[config.mk]
export PLATFORM = sky130hd
export DESIGN_NAME = ebt_ack_term
export DESIGN_NICKNAME = d
export VERILOG_FILES = /design/src/rtl/ebt_pkg.sv /design/src/rtl/ebt_watchdog.sv /design/src/rtl/ebt_ack_term.sv
export SDC_FILE = /design/constraint.sdc
export NUM_CORES = 1
export LEC_CHECK = 0
export BUFFER_PORTS_ARGS = -buffer_cell sky130_fd_sc_hd__buf_2
export CORE_MARGIN = 10
export CORE_UTILIZATION = 45
export CTS_CLUSTER_DIAMETER = 60
export DETAILED_ROUTE_END_ITERATION = 12
export PLACE_DENSITY = 0.66
export SLEW_MARGIN = 15
export SYNTH_ARGS = -nofsm -noshare
export SYNTH_HDL_FRONTEND = slang
export SYNTH_SLANG_ARGS = --single-unit
[constraint.sdc]
create_clock -name core_clk_in -period 2.9 [get_ports core_clk_in]
set_clock_uncertainty 0.2 [all_clocks]
set_input_delay 0.29 -clock core_clk_in [delete_from_list [all_inputs] [get_ports core_clk_in]]
set_output_delay 0.29 -clock core_clk_in [all_outputs]
set_load 0.02 [all_outputs]
[src/rtl/ebt_pkg.sv]
// Constants for the external bus acknowledge-termination block.
// Assumes a single system bus clock; all counts are in clock cycles.
`default_nettype none

package ebt_pkg;
    localparam int unsigned CLK_MHZ = 250;
    localparam int unsigned TIMEOUT_CYCLES = 1024;
    localparam int unsigned TMO_W = 11;
    localparam logic [TMO_W-1:0] TMO_LIMIT = TMO_W'(TIMEOUT_CYCLES);
    localparam logic [TMO_W-1:0] TMO_RESET = 11'h000;
    localparam int unsigned WSC_W = 6;
    localparam int unsigned DLY_W = 4;
    localparam int unsigned HOLD_W = 2;
    localparam int unsigned CS_W = 3;
    localparam logic [CS_W-1:0] EDGE_CS = 3'h5;
    localparam logic [CS_W-1:0] SHARED_ACK_CS = 3'h4;
    localparam logic [WSC_W-1:0] HOLDOFF_MIN = 6'h02;
    localparam logic [WSC_W-1:0] HOLDOFF_MAX = 6'h05;
    localparam logic [WSC_W-1:0] CNT_ZERO = 6'h00;
    localparam logic [WSC_W-1:0] CNT_ONE = 6'h01;

    typedef enum logic [1:0] {
        MODE_PLAIN,
        MODE_EDGE,
        MODE_LEVEL
    } ebt_mode_t;

    typedef enum logic [2:0] {
        ST_IDLE,
        ST_ASSERT,
        ST_HOLD,
        ST_ACCESS,
        ST_NEGATE
    } ebt_state_t;
endpackage : ebt_pkg

`default_nettype wire

[src/rtl/ebt_watchdog.sv]
// Bus time-out monitor counting system clock cycles of one external cycle.
// Assumes clear_in is pulsed when a cycle starts.
`default_nettype none

module ebt_watchdog
(
    input wire logic core_clk_in,
    input wire logic arst_n_in,
    input wire logic clear_in,
    input wire logic run_in,
    output logic expired_out
);
    import ebt_pkg::*;

    logic [TMO_W-1:0] count_ff;

    always_ff @(posedge core_clk_in or negedge arst_n_in)
    begin
        if (!arst_n_in)
        begin
            count_ff <= TMO_RESET;
        end
        else if (clear_in)
        begin
            count_ff <= TMO_RESET;
        end
        else if (run_in && (count_ff != TMO_LIMIT))
        begin
            count_ff <= count_ff + TMO_W'(1);
        end
    end

    // Saturates so the flag holds until the next clear
    assign expired_out = (count_ff == TMO_LIMIT); // see [RQ1]
endmodule // ebt_watchdog

`default_nettype wire

[src/rtl/ebt_ack_term.sv]
// Acknowledge-termination sequencer for one external asynchronous bus cycle.
// Assumes configuration ports are stable while busy_out is high.
//
// Function
// [RQ1] With acknowledge enabled, unterminated cycle raises bus error after 1024 clocks.
// [RQ2] Acknowledge sensed either by rising edge or by level after hold-off.
// [RQ3] Software uses acknowledge only with synchronous burst selection cleared.
// [RQ4] Edge mode ends the transfer on an acknowledge rising edge before time-out.
// [RQ5] Edge mode is available only on chip select five.
// [RQ6] Software sets wait count 0x3F, select delay at least 1, edge bit.
// [RQ7] Nonzero select delay lets edges be caught between back-to-back transfers.
// [RQ8] Level mode ignores acknowledge for two to five clocks per hold-off field.
// [RQ9] After hold-off, high proceeds with wait states, low stalls until high.
// [RQ10] In level mode, acknowledge low anytime suspends transfer until high again.
// [RQ11] Level mode works on every chip select except number four.
// [RQ12] Software sets wait enable, wait count above 1, negate delay below 3.
// [RQ13] Software picks hold-off value to suit the attached device.
// [RQ14] On time-out, abort cycle, drop select and strobe, return error.
`default_nettype none

module ebt_ack_term
(
    input wire logic core_clk_in,
    input wire logic arst_n_in,
    input wire logic start_in,
    input wire logic [ebt_pkg::CS_W-1:0] cs_index_in,
    input wire logic ack_edge_mode_in,
    input wire logic ext_wait_enable_in,
    input wire logic sync_burst_in,
    input wire logic [ebt_pkg::WSC_W-1:0] wait_state_count_in,
    input wire logic [ebt_pkg::DLY_W-1:0] select_assert_delay_in,
    input wire logic [ebt_pkg::DLY_W-1:0] select_negate_delay_in,
    input wire logic [ebt_pkg::HOLD_W-1:0] ack_holdoff_count_in,
    input wire logic transfer_ack_in,
    output logic busy_out,
    output logic select_out,
    output logic strobe_out,
    output logic stalled_out,
    output logic done_out,
    output logic bus_error_out
);
    import ebt_pkg::*;

    ebt_state_t state_ff;
    ebt_state_t nxt_state;
    ebt_mode_t mode_ff;
    ebt_mode_t nxt_mode;
    logic [WSC_W-1:0] cnt_ff;
    logic [WSC_W-1:0] nxt_cnt;
    logic [DLY_W-1:0] negate_ff;
    logic ack_prev_ff;
    logic edge_seen_ff;
    logic busy_ff;
    logic select_ff;
    logic strobe_ff;
    logic stalled_ff;
    logic done_ff;
    logic error_ff;
    logic rise;
    logic expired;
    logic finish;
    logic abort;
    logic take;

    assign take = start_in && (state_ff == ST_IDLE);
    assign rise = transfer_ack_in && !ack_prev_ff;

    // Synchronous burst cycles never use acknowledge termination
    always_comb
    begin
        nxt_mode = MODE_PLAIN;
        if (!sync_burst_in) // see [RQ3]
        begin
            if (ack_edge_mode_in && (cs_index_in == EDGE_CS)) // see [RQ5]
            begin
                nxt_mode = MODE_EDGE;
            end
            else if (!ack_edge_mode_in && ext_wait_enable_in && (cs_index_in != SHARED_ACK_CS)) // see [RQ11]
            begin
                nxt_mode = MODE_LEVEL;
            end
        end
    end

    ebt_watchdog u_watchdog
    (
        .core_clk_in(core_clk_in),
        .arst_n_in(arst_n_in),
        .clear_in(take),
        .run_in((state_ff != ST_IDLE) && (state_ff != ST_NEGATE) && (mode_ff != MODE_PLAIN)), // see [RQ1]
        .expired_out(expired)
    );

    // Completion of the data phase; an edge during the assert delay counts too
    always_comb
    begin
        finish = 1'b0;
        if (state_ff == ST_ACCESS)
        begin
            case (mode_ff)
                MODE_EDGE: finish = edge_seen_ff || rise; // see [RQ4]
                MODE_LEVEL: finish = transfer_ack_in && (cnt_ff == CNT_ZERO); // see [RQ9]
                MODE_PLAIN: finish = (cnt_ff == CNT_ZERO);
                default: finish = 1'b0;
            endcase
        end
    end

    // Completion in the expiry cycle still counts as terminated
    assign abort = expired && !finish && (state_ff != ST_IDLE) && (state_ff != ST_NEGATE); // see [RQ14]

    always_comb
    begin
        nxt_state = state_ff;
        nxt_cnt = cnt_ff;
        case (state_ff)
            ST_IDLE:
            begin
                if (take)
                begin
                    nxt_state = ST_ASSERT;
                    nxt_cnt = WSC_W'(select_assert_delay_in);
                    if (select_assert_delay_in == 4'h0)
                    begin
                        nxt_state = (nxt_mode == MODE_LEVEL) ? ST_HOLD : ST_ACCESS;
                        nxt_cnt = (nxt_mode == MODE_LEVEL) ? (HOLDOFF_MIN + WSC_W'(ack_holdoff_count_in) - CNT_ONE)
                                                            : wait_state_count_in;
                    end
                end
            end
            ST_ASSERT:
            begin
                if (cnt_ff <= CNT_ONE)
                begin
                    nxt_state = (mode_ff == MODE_LEVEL) ? ST_HOLD : ST_ACCESS;
                    nxt_cnt = (mode_ff == MODE_LEVEL) ? (HOLDOFF_MIN + WSC_W'(ack_holdoff_count_in) - CNT_ONE)
                                                      : wait_state_count_in;
                end
                else
                begin
                    nxt_cnt = cnt_ff - CNT_ONE;
                end
            end
            ST_HOLD:
            begin
                // Acknowledge is not looked at here at all
                if (cnt_ff == CNT_ZERO) // see [RQ8]
                begin
                    nxt_state = ST_ACCESS;
                    nxt_cnt = wait_state_count_in;
                end
                else
                begin
                    nxt_cnt = cnt_ff - CNT_ONE;
                end
            end
            ST_ACCESS:
            begin
                if (finish)
                begin
                    nxt_state = (negate_ff == 4'h0) ? ST_IDLE : ST_NEGATE;
                    nxt_cnt = WSC_W'(negate_ff);
                end
                else if ((mode_ff != MODE_EDGE) && (cnt_ff != CNT_ZERO))
                begin
                    // In level mode, low acknowledge freezes the wait-state count
                    if ((mode_ff != MODE_LEVEL) || transfer_ack_in) // see [RQ10]
                    begin
                        nxt_cnt = cnt_ff - CNT_ONE;
                    end
                end
            end
            ST_NEGATE:
            begin
                if (cnt_ff <= CNT_ONE)
                begin
                    nxt_state = ST_IDLE;
                end
                nxt_cnt = cnt_ff - CNT_ONE;
            end
            default:
            begin
                nxt_state = ST_IDLE;
            end
        endcase
        if (abort)
        begin
            nxt_state = ST_IDLE; // see [RQ14]
            nxt_cnt = CNT_ZERO;
        end
    end

    always_ff @(posedge core_clk_in or negedge arst_n_in)
    begin
        if (!arst_n_in)
        begin
            state_ff <= ST_IDLE;
            cnt_ff <= CNT_ZERO;
        end
        else
        begin
            state_ff <= nxt_state;
            cnt_ff <= nxt_cnt;
        end
    end

    always_ff @(posedge core_clk_in or negedge arst_n_in)
    begin
        if (!arst_n_in)
        begin
            mode_ff <= MODE_PLAIN;
            negate_ff <= 4'h0;
        end
        else if (take)
        begin
            mode_ff <= nxt_mode; // see [RQ2]
            negate_ff <= select_negate_delay_in;
        end
    end

    // Edge history runs between cycles so a rise during a select delay is kept
    always_ff @(posedge core_clk_in or negedge arst_n_in)
    begin
        if (!arst_n_in)
        begin
            ack_prev_ff <= 1'b1;
            edge_seen_ff <= 1'b0;
        end
        else
        begin
            ack_prev_ff <= transfer_ack_in;
            if (take)
            begin
                edge_seen_ff <= 1'b0;
            end
            else if (rise && (state_ff == ST_ASSERT)) // see [RQ7]
            begin
                edge_seen_ff <= 1'b1;
            end
        end
    end

    always_ff @(posedge core_clk_in or negedge arst_n_in)
    begin
        if (!arst_n_in)
        begin
            busy_ff <= 1'b0;
            select_ff <= 1'b0;
            strobe_ff <= 1'b0;
            stalled_ff <= 1'b0;
        end
        else
        begin
            busy_ff <= (nxt_state != ST_IDLE);
            select_ff <= (nxt_state != ST_IDLE);
            strobe_ff <= (nxt_state == ST_HOLD) || (nxt_state == ST_ACCESS);
            // Mode is stale in the taking cycle; level cycles never reach access straight from idle
            stalled_ff <= (nxt_state == ST_ACCESS) && (state_ff != ST_IDLE) && (mode_ff == MODE_LEVEL)
                          && !transfer_ack_in; // see [RQ10]
        end
    end

    always_ff @(posedge core_clk_in or negedge arst_n_in)
    begin
        if (!arst_n_in)
        begin
            done_ff <= 1'b0;
            error_ff <= 1'b0;
        end
        else
        begin
            done_ff <= finish;
            error_ff <= abort; // see [RQ1]
        end
    end

    assign busy_out = busy_ff;
    assign select_out = select_ff;
    assign strobe_out = strobe_ff;
    assign stalled_out = stalled_ff;
    assign done_out = done_ff;
    assign bus_error_out = error_ff;
endmodule // ebt_ack_term

`default_nettype wire

==> flow_summary.json, run 1 <==
{
  "tritoncts.num_buffers": 5,
  "p_per_area_nw_per_um2": 891.5,
  "slew_viol_final": 0,
  "grt_max_degree": 34,
  "cts-htree-levels": 2,
  "synth_fp_nets": 269,
  "worst_slew_pin_slew_ps": 737.8,
  "cp-startpoint": "transfer_ack_in",
  "rr_startpoint": "cnt_ff[0]$_DFFE_PN0P_",
  "period_minus_slack_ps": 2644,
  "cts-root-buf": "clkbuf_8",
  "via_per_inst": 5.772,
  "reg2reg_depth": 7,
  "maxSlewHeadroom": 0.5029,
  "grt_overflow_total": 0,
  "ys_warn_count": 0,
  "fp-row-count": 24,
  "drc_errors": 0,
  "pwr-share-comb": 0.529,
  "wl_microns": 5312,
  "intPower_uw": 1297,
  "async_reset_ff_frac": 1.000,
  "worstSetupEndpoint": "cnt_ff[5]$_DFFE_PN0P_",
  "start_util": 0.4721,
  "clk_path_buf_depth": 2,
  "hpwlAfterDp_microns": 4011,
  "max_freq_mhz": 378.3,
  "drive_gt1_frac": 0.2105,
  "synth_area_sq_um": 2098,
  "vias": 1945,
  "status": "finished clean",
  "hold_viol": 0,
  "core_sq_um": 4444,
  "critPathCaptureType": "flop",
  "grt_pass1_wl_microns": 9397,
  "timing.final.crit_share": 0.9116,
  "cts_tree": "done",
  "wire_per_inst_microns": 15.76,
  "drtPass1Iterations": 4,
  "cap_violations": 0,
  "ant_nets": 0,
  "cp_max_fo": 6,
  "synth_cell_types": 53,
  "gp_congestion": 0.8675,
  "hold_ws_ps": 56.50,
  "p_sw_uw": 949.0,
  "rrSetupSlack_ps": 440,
  "seqPwrFrac": 0.315,
  "critical_path_class": "input port to flop",
  "die-width_microns": 88.29,
  "wl_met1_microns": 2520,
  "setup_tns_ps": 0,
  "highest_layer": "met4",
  "antenna_found_initial": 0,
  "syn_area_per_cell_sq_um": 8.853,
  "hp-class": "input port to flop",
  "diodes": 0,
  "crit_arrival_ps": 2630,
  "wl_met3_microns": 282,
  "fin_cells": 337,
  "wl_met2_microns": 2416,
  "die_area_sq_um": 7794,
  "io_buffers": 31,
  "setup_viol": 0,
  "grt_pass1_vias": 1969,
  "seq_area_frac_synth": 0.3942,
  "synthFlopType": "dfrtp_1",
  "clk_latency_ps": 290,
  "clock_sinks": 33,
  "rsz0062_at_grt": "false",
  "p_clk_frac": 0.157,
  "ios": 32,
  "timing.rr.end": "select_out$_DFF_PN0_",
  "dieHeight_microns": 88.29,
  "synth_seq_cells": 33,
  "dp_cells": 321,
  "synthCells": 237,
  "ir_drop_mv": 0.3738,
  "syn_to_final_growth_pct": 20.10,
  "final_nets": 316,
  "synth_edf_count": 0,
  "grt.total_usage": 0.1513,
  "p_leak_uw": 0.001200,
  "critical_path_required_ps": 2890,
  "cts.reportedPaths.clkPinSlew_ps": 70,
  "swShare": 0.4225,
  "start_kind": "input port",
  "drt_iter0_markers": 146,
  "post_cts_resize_count": 0
}
## cells in the final DEF, fill, tap and decap left out, types with 4 or more instances in the layout
cell,count
ha_1,6
dfrtp_1,32
mux2i_1,5
o32ai_1,6
xnor2_1,4
nor3_1,5
nand2b_1,4
nand2_1,30
dlygate4sd3_1,7
nand4_1,8
clkbuf_8,6
nand3_1,4
inv_1,10
buf_4,11
xor2_1,10
a21oi_1,9
nor2_1,28
o21ai_0,9
a31oi_1,4
buf_2,31
and3_1,6
## cell families (layout without fill, tap and decap cells)
kind of cell	Yosys count	in the layout	synth area share
flops	33	33	0.3942
mux	5	5	0.02385
simple gates	106	106	0.2636
xor+xnor	14	14	0.05843
compound gates	54	54	0.1866
buf+inv	19	67	0.03757
fa+ha+maj	6	6	0.03578
## power by group through the flow
stage	registers, uW	clock network, uW	logic (uW)
after global placement	710	0	1160
final	707	352	1190
after global routing	727	380	1340
after CTS	708	364	1180
after floorplan	701	0	861
after detailed placement	716	0	1170
## per-stage QoR
step	cell area, sq um	power [uW]	setup slack [ps]	utilization
final	2520	2246	256.4	0.5670
after floorplan	2098	1562	492.4	-
after global placement	2352	1868	386.3	0.5293
after detailed placement	2352	1882	304.3	0.5293
after CTS	2512	2250	176.3	0.5653
after global routing	2520	2445	108.9	0.5670
## sequential cells by signal (all words and copies together) (netlist names)
| signal | cells |
|---|---|
| u_watchdog.count_ff | 11 |
| bus_error_out | 1 |
| edge_seen_ff | 1 |
| select_out | 1 |
| done_out | 1 |
| cnt_ff | 6 |
| state_ff | 3 |
| strobe_out | 1 |
| negate_ff | 4 |
| ack_prev_ff | 1 |
| stalled_out | 1 |
| mode_ff | 2 |
## layout make-up
cell class | count | area [sq um]
clock buffer | 8 | 90.09
fill | 406 | 1924
timing repair buffer | 49 | 307.8
sequential | 33 | 827.0
tap | 52 | 65.06
inverter | 10 | 37.54
multi-input combinational | 185 | 1192
## worst min-delay path by stage
| stage | startpoint | to | slack (ps) | depth (start not counted) |
|---|---|---|---|---|
| after floorplan | arst_n_in | bus_error_out$_DFF_PN0_ | -210 | 0 |
| after global placement | arst_n_in | cnt_ff[3]$_DFFE_PN0P_ | 180 | 1 |
| after detailed placement | arst_n_in | cnt_ff[3]$_DFFE_PN0P_ | 190 | 1 |
| after CTS | cs_index_in[0] | mode_ff[0]$_DFFE_PN0P_ | 50 | 3 |
| after global routing | cs_index_in[0] | mode_ff[0]$_DFFE_PN0P_ | 60 | 3 |
| final | cs_index_in[0] | mode_ff[0]$_DFFE_PN0P_ | 60 | 3 |
## cells in the mapped netlist, types with 3 or more instances
library cell  instances  area share
mux2i_1               5       0.024
ha_1                  6       0.036
nand4_1               8       0.024
a221oi_1              3       0.013
o21ai_0               9       0.021
xor2_1               10       0.042
buf_2                 3      0.0072
nand2b_1              4       0.012
dfrtp_1              32        0.38
nand3_1               4      0.0095
or3_1                 3      0.0089
nand4b_1              3       0.013
o32ai_1               6       0.025
nor3_1                5       0.012
nand2_1              30       0.054
clkbuf_1              5      0.0089
xnor2_1               4       0.017
nor2_1               28       0.050
and3_1                6       0.018
a31oi_1               4       0.012
inv_1                10       0.018
a21oi_1               9       0.021
## per-layer routing
layer  up-vias  global-route usage
met5         -                   0
met4         0             0.05140
met3        10             0.03033
met2        52              0.2485
met1       919              0.1939
li1        964                   -
## worst max-delay path, cell delays in order
cell,delay [ps]
dlygate4sd3_1,520
buf_2,150
and2b_1,180
o221ai_1,240
nor3_4,300
o21ai_2,120
or3_1,500
o32ai_1,320
## what timing repair did
action,in CTS,in global routing
endpoints found under the hold margin,38,0
setup buffers,0,1
setup endpoints to repair,0,1
hold buffers,7,0
(Power assumes the default switching activity.)
==> run 2, diff against run 1 <==
- CORE_UTILIZATION: 45 -> 49
- PLACE_DENSITY: 0.66 -> 0.7
==> flow_summary.json, run 2 (synthesis gave the netlist of run 1 again) <==
{
  "status": "finished clean",
  "period_minus_slack_ps": 2746,
  "ios": 32,
  "intPower_uw": 1300,
  "hp-start": "cs_index_in[0]",
  "cts_tree": "done",
  "setup_viol": 0,
  "wire_per_inst_microns": 15.80,
  "cts-root-buf": "clkbuf_8",
  "final_nets": 313,
  "via_per_inst": 5.813,
  "gp_congestion": 0.9020,
  "layout_common_cells": "32 x dfrtp_1, 31 x buf_2, 30 x nand2_1, 28 x nor2_1",
  "reg_top3": "u_watchdog.count_ff x11, cnt_ff x6, negate_ff x4",
  "hp-class": "input port to flop",
  "die-width_microns": 85.44,
  "setup_tns_ps": 0,
  "clk_latency_ps": 300,
  "die_area_sq_um": 7300,
  "fin_util": 0.6133,
  "wl_microns": 5244,
  "dieHeight_microns": 85.44,
  "maxSlewHeadroom": 0.4984,
  "critical_path_required_ps": 2900,
  "place_area_sq_um": 2335,
  "fp-row-count": 23,
  "p_leak_uw": 0.001196,
  "worst_slew_pin_slew_ps": 744.5,
  "drtPass1Iterations": 4,
  "cts.reportedPaths.clkPinSlew_ps": 70,
  "grt_overflow_total": 0,
  "grt.total_usage": 0.1512,
  "cap_violations": 0,
  "critical_path_class": "input port to flop",
  "diodes": 0,
  "hold_viol": 0,
  "core_sq_um": 4086,
  "ant_nets": 0,
  "seqPwrFrac": 0.326,
  "start_kind": "input port",
  "pwr-share-comb": 0.504,
  "post_cts_resize_count": 0,
  "vias": 1930,
  "cts_setup_buffers": 0,
  "start_util": 0.5135,
  "hold_buffers": 7,
  "cp_max_fo": 8,
  "p_sw_uw": 954.5,
  "critPathCaptureType": "flop",
  "ir_drop_mv": 0.4261,
  "max_freq_mhz": 364.2,
  "grt_max_degree": 34,
  "top_register": "u_watchdog.count_ff",
  "cp-startpoint": "transfer_ack_in",
  "drive_gt1_frac": 0.2092,
  "hpwlAfterDp_microns": 3927,
  "grt_pass1_wl_microns": 9128,
  "grt_pass1_vias": 1868,
  "final_design_area_no_fill_sq_um": 2506,
  "tritoncts.num_buffers": 5,
  "drt_iter0_markers": 310,
  "clk_path_buf_depth": 2,
  "syn_to_final_growth_pct": 19.44,
  "clock_sinks": 33,
  "drc_errors": 0,
  "p_clk_frac": 0.169,
  "io_buffers": 31,
  "slew_viol_final": 0,
  "timing.final.crit_share": 0.9469,
  "layout_commonest_cell": "dfrtp_1",
  "antenna_found_initial": 0,
  "crit_arrival_ps": 2750,
  "rr_startpoint": "state_ff[0]$_DFF_PN0_",
  "rsz0062_at_grt": "false",
  "largest_register_ffs": 11,
  "fin_cells": 332,
  "p_per_area_nw_per_um2": 899.4,
  "swShare": 0.4235,
  "cts-htree-levels": 2,
  "dp_cells": 317
}
run 2: changes by cell type in the layout (fill, tap and decap cells not counted), sizes merged:
cell	previous run	this run
clkbuf	8	7
buf	42	39
clkinv	0	1
run 2: layout make-up:
type / instances / area [sq um]
Clock buffer: 7 / 96.34
Clock inverter: 1 / 5.005
Fill cell: 372 / 1580
Inverter: 10 / 37.54
Multi-Input combinational cell: 185 / 1192
Sequential cell: 33 / 827.0
Tap cell: 50 / 62.56
Timing Repair Buffer: 46 / 285.3
run 2: final timing paths:
kind	cells after the start	slack [ps]	endpoint
setup reg to reg	6	280	cnt_ff[5]$_DFFE_PN0P_
setup / recovery	8	150	cnt_ff[5]$_DFFE_PN0P_
max in group asynchronous	2	1640	negate_ff[2]$_DFFE_PN0P_
hold / removal	3	60	mode_ff[0]$_DFFE_PN0P_
min in group asynchronous	2	380	cnt_ff[1]$_DFFE_PN0P_
hold reg to reg	2	320	negate_ff[2]$_DFFE_PN0P_
run 2: per-layer routing:
layer / vias to the layer above / track usage / part of all wire
met5: - / 0 / 0
met2: 57 / 0.2275 / 0.46
li1: 952 / - / -
met4: 0 / 0.05988 / 0.014
met1: 912 / 0.2026 / 0.46
met3: 9 / 0.03537 / 0.058
run 2: per-stage QoR:
step	total power, uW	hold WS (ps)	worst slack [ps]
CTS	2260	51.06	182.0
finish	2254	56.28	154.1
detailed placement	1861	192.1	308.8
global route	2451	66.95	47.42
floorplan	1562	-205.6	492.4
global placement	1842	182.5	388.0
run 2: power by group through the flow:
stage          logic (uW)  registers [uW]  clock network (uW)
5_1_grt              1270             759                 419
4_1_cts              1130             734                 394
6_report             1140             736                 381
3_3_place_gp         1100             738                   0
2_1_floorplan         861             701                   0
3_5_place_dp         1120             743                   0
run 2: worst max-delay path, cell delays in order:
cell	delay, ps
dlygate4sd3_1	520
buf_2	160
and2b_1	180
o221ai_1	250
nor3_4	390
o21ai_2	150
or3_1	510
o32ai_1	300
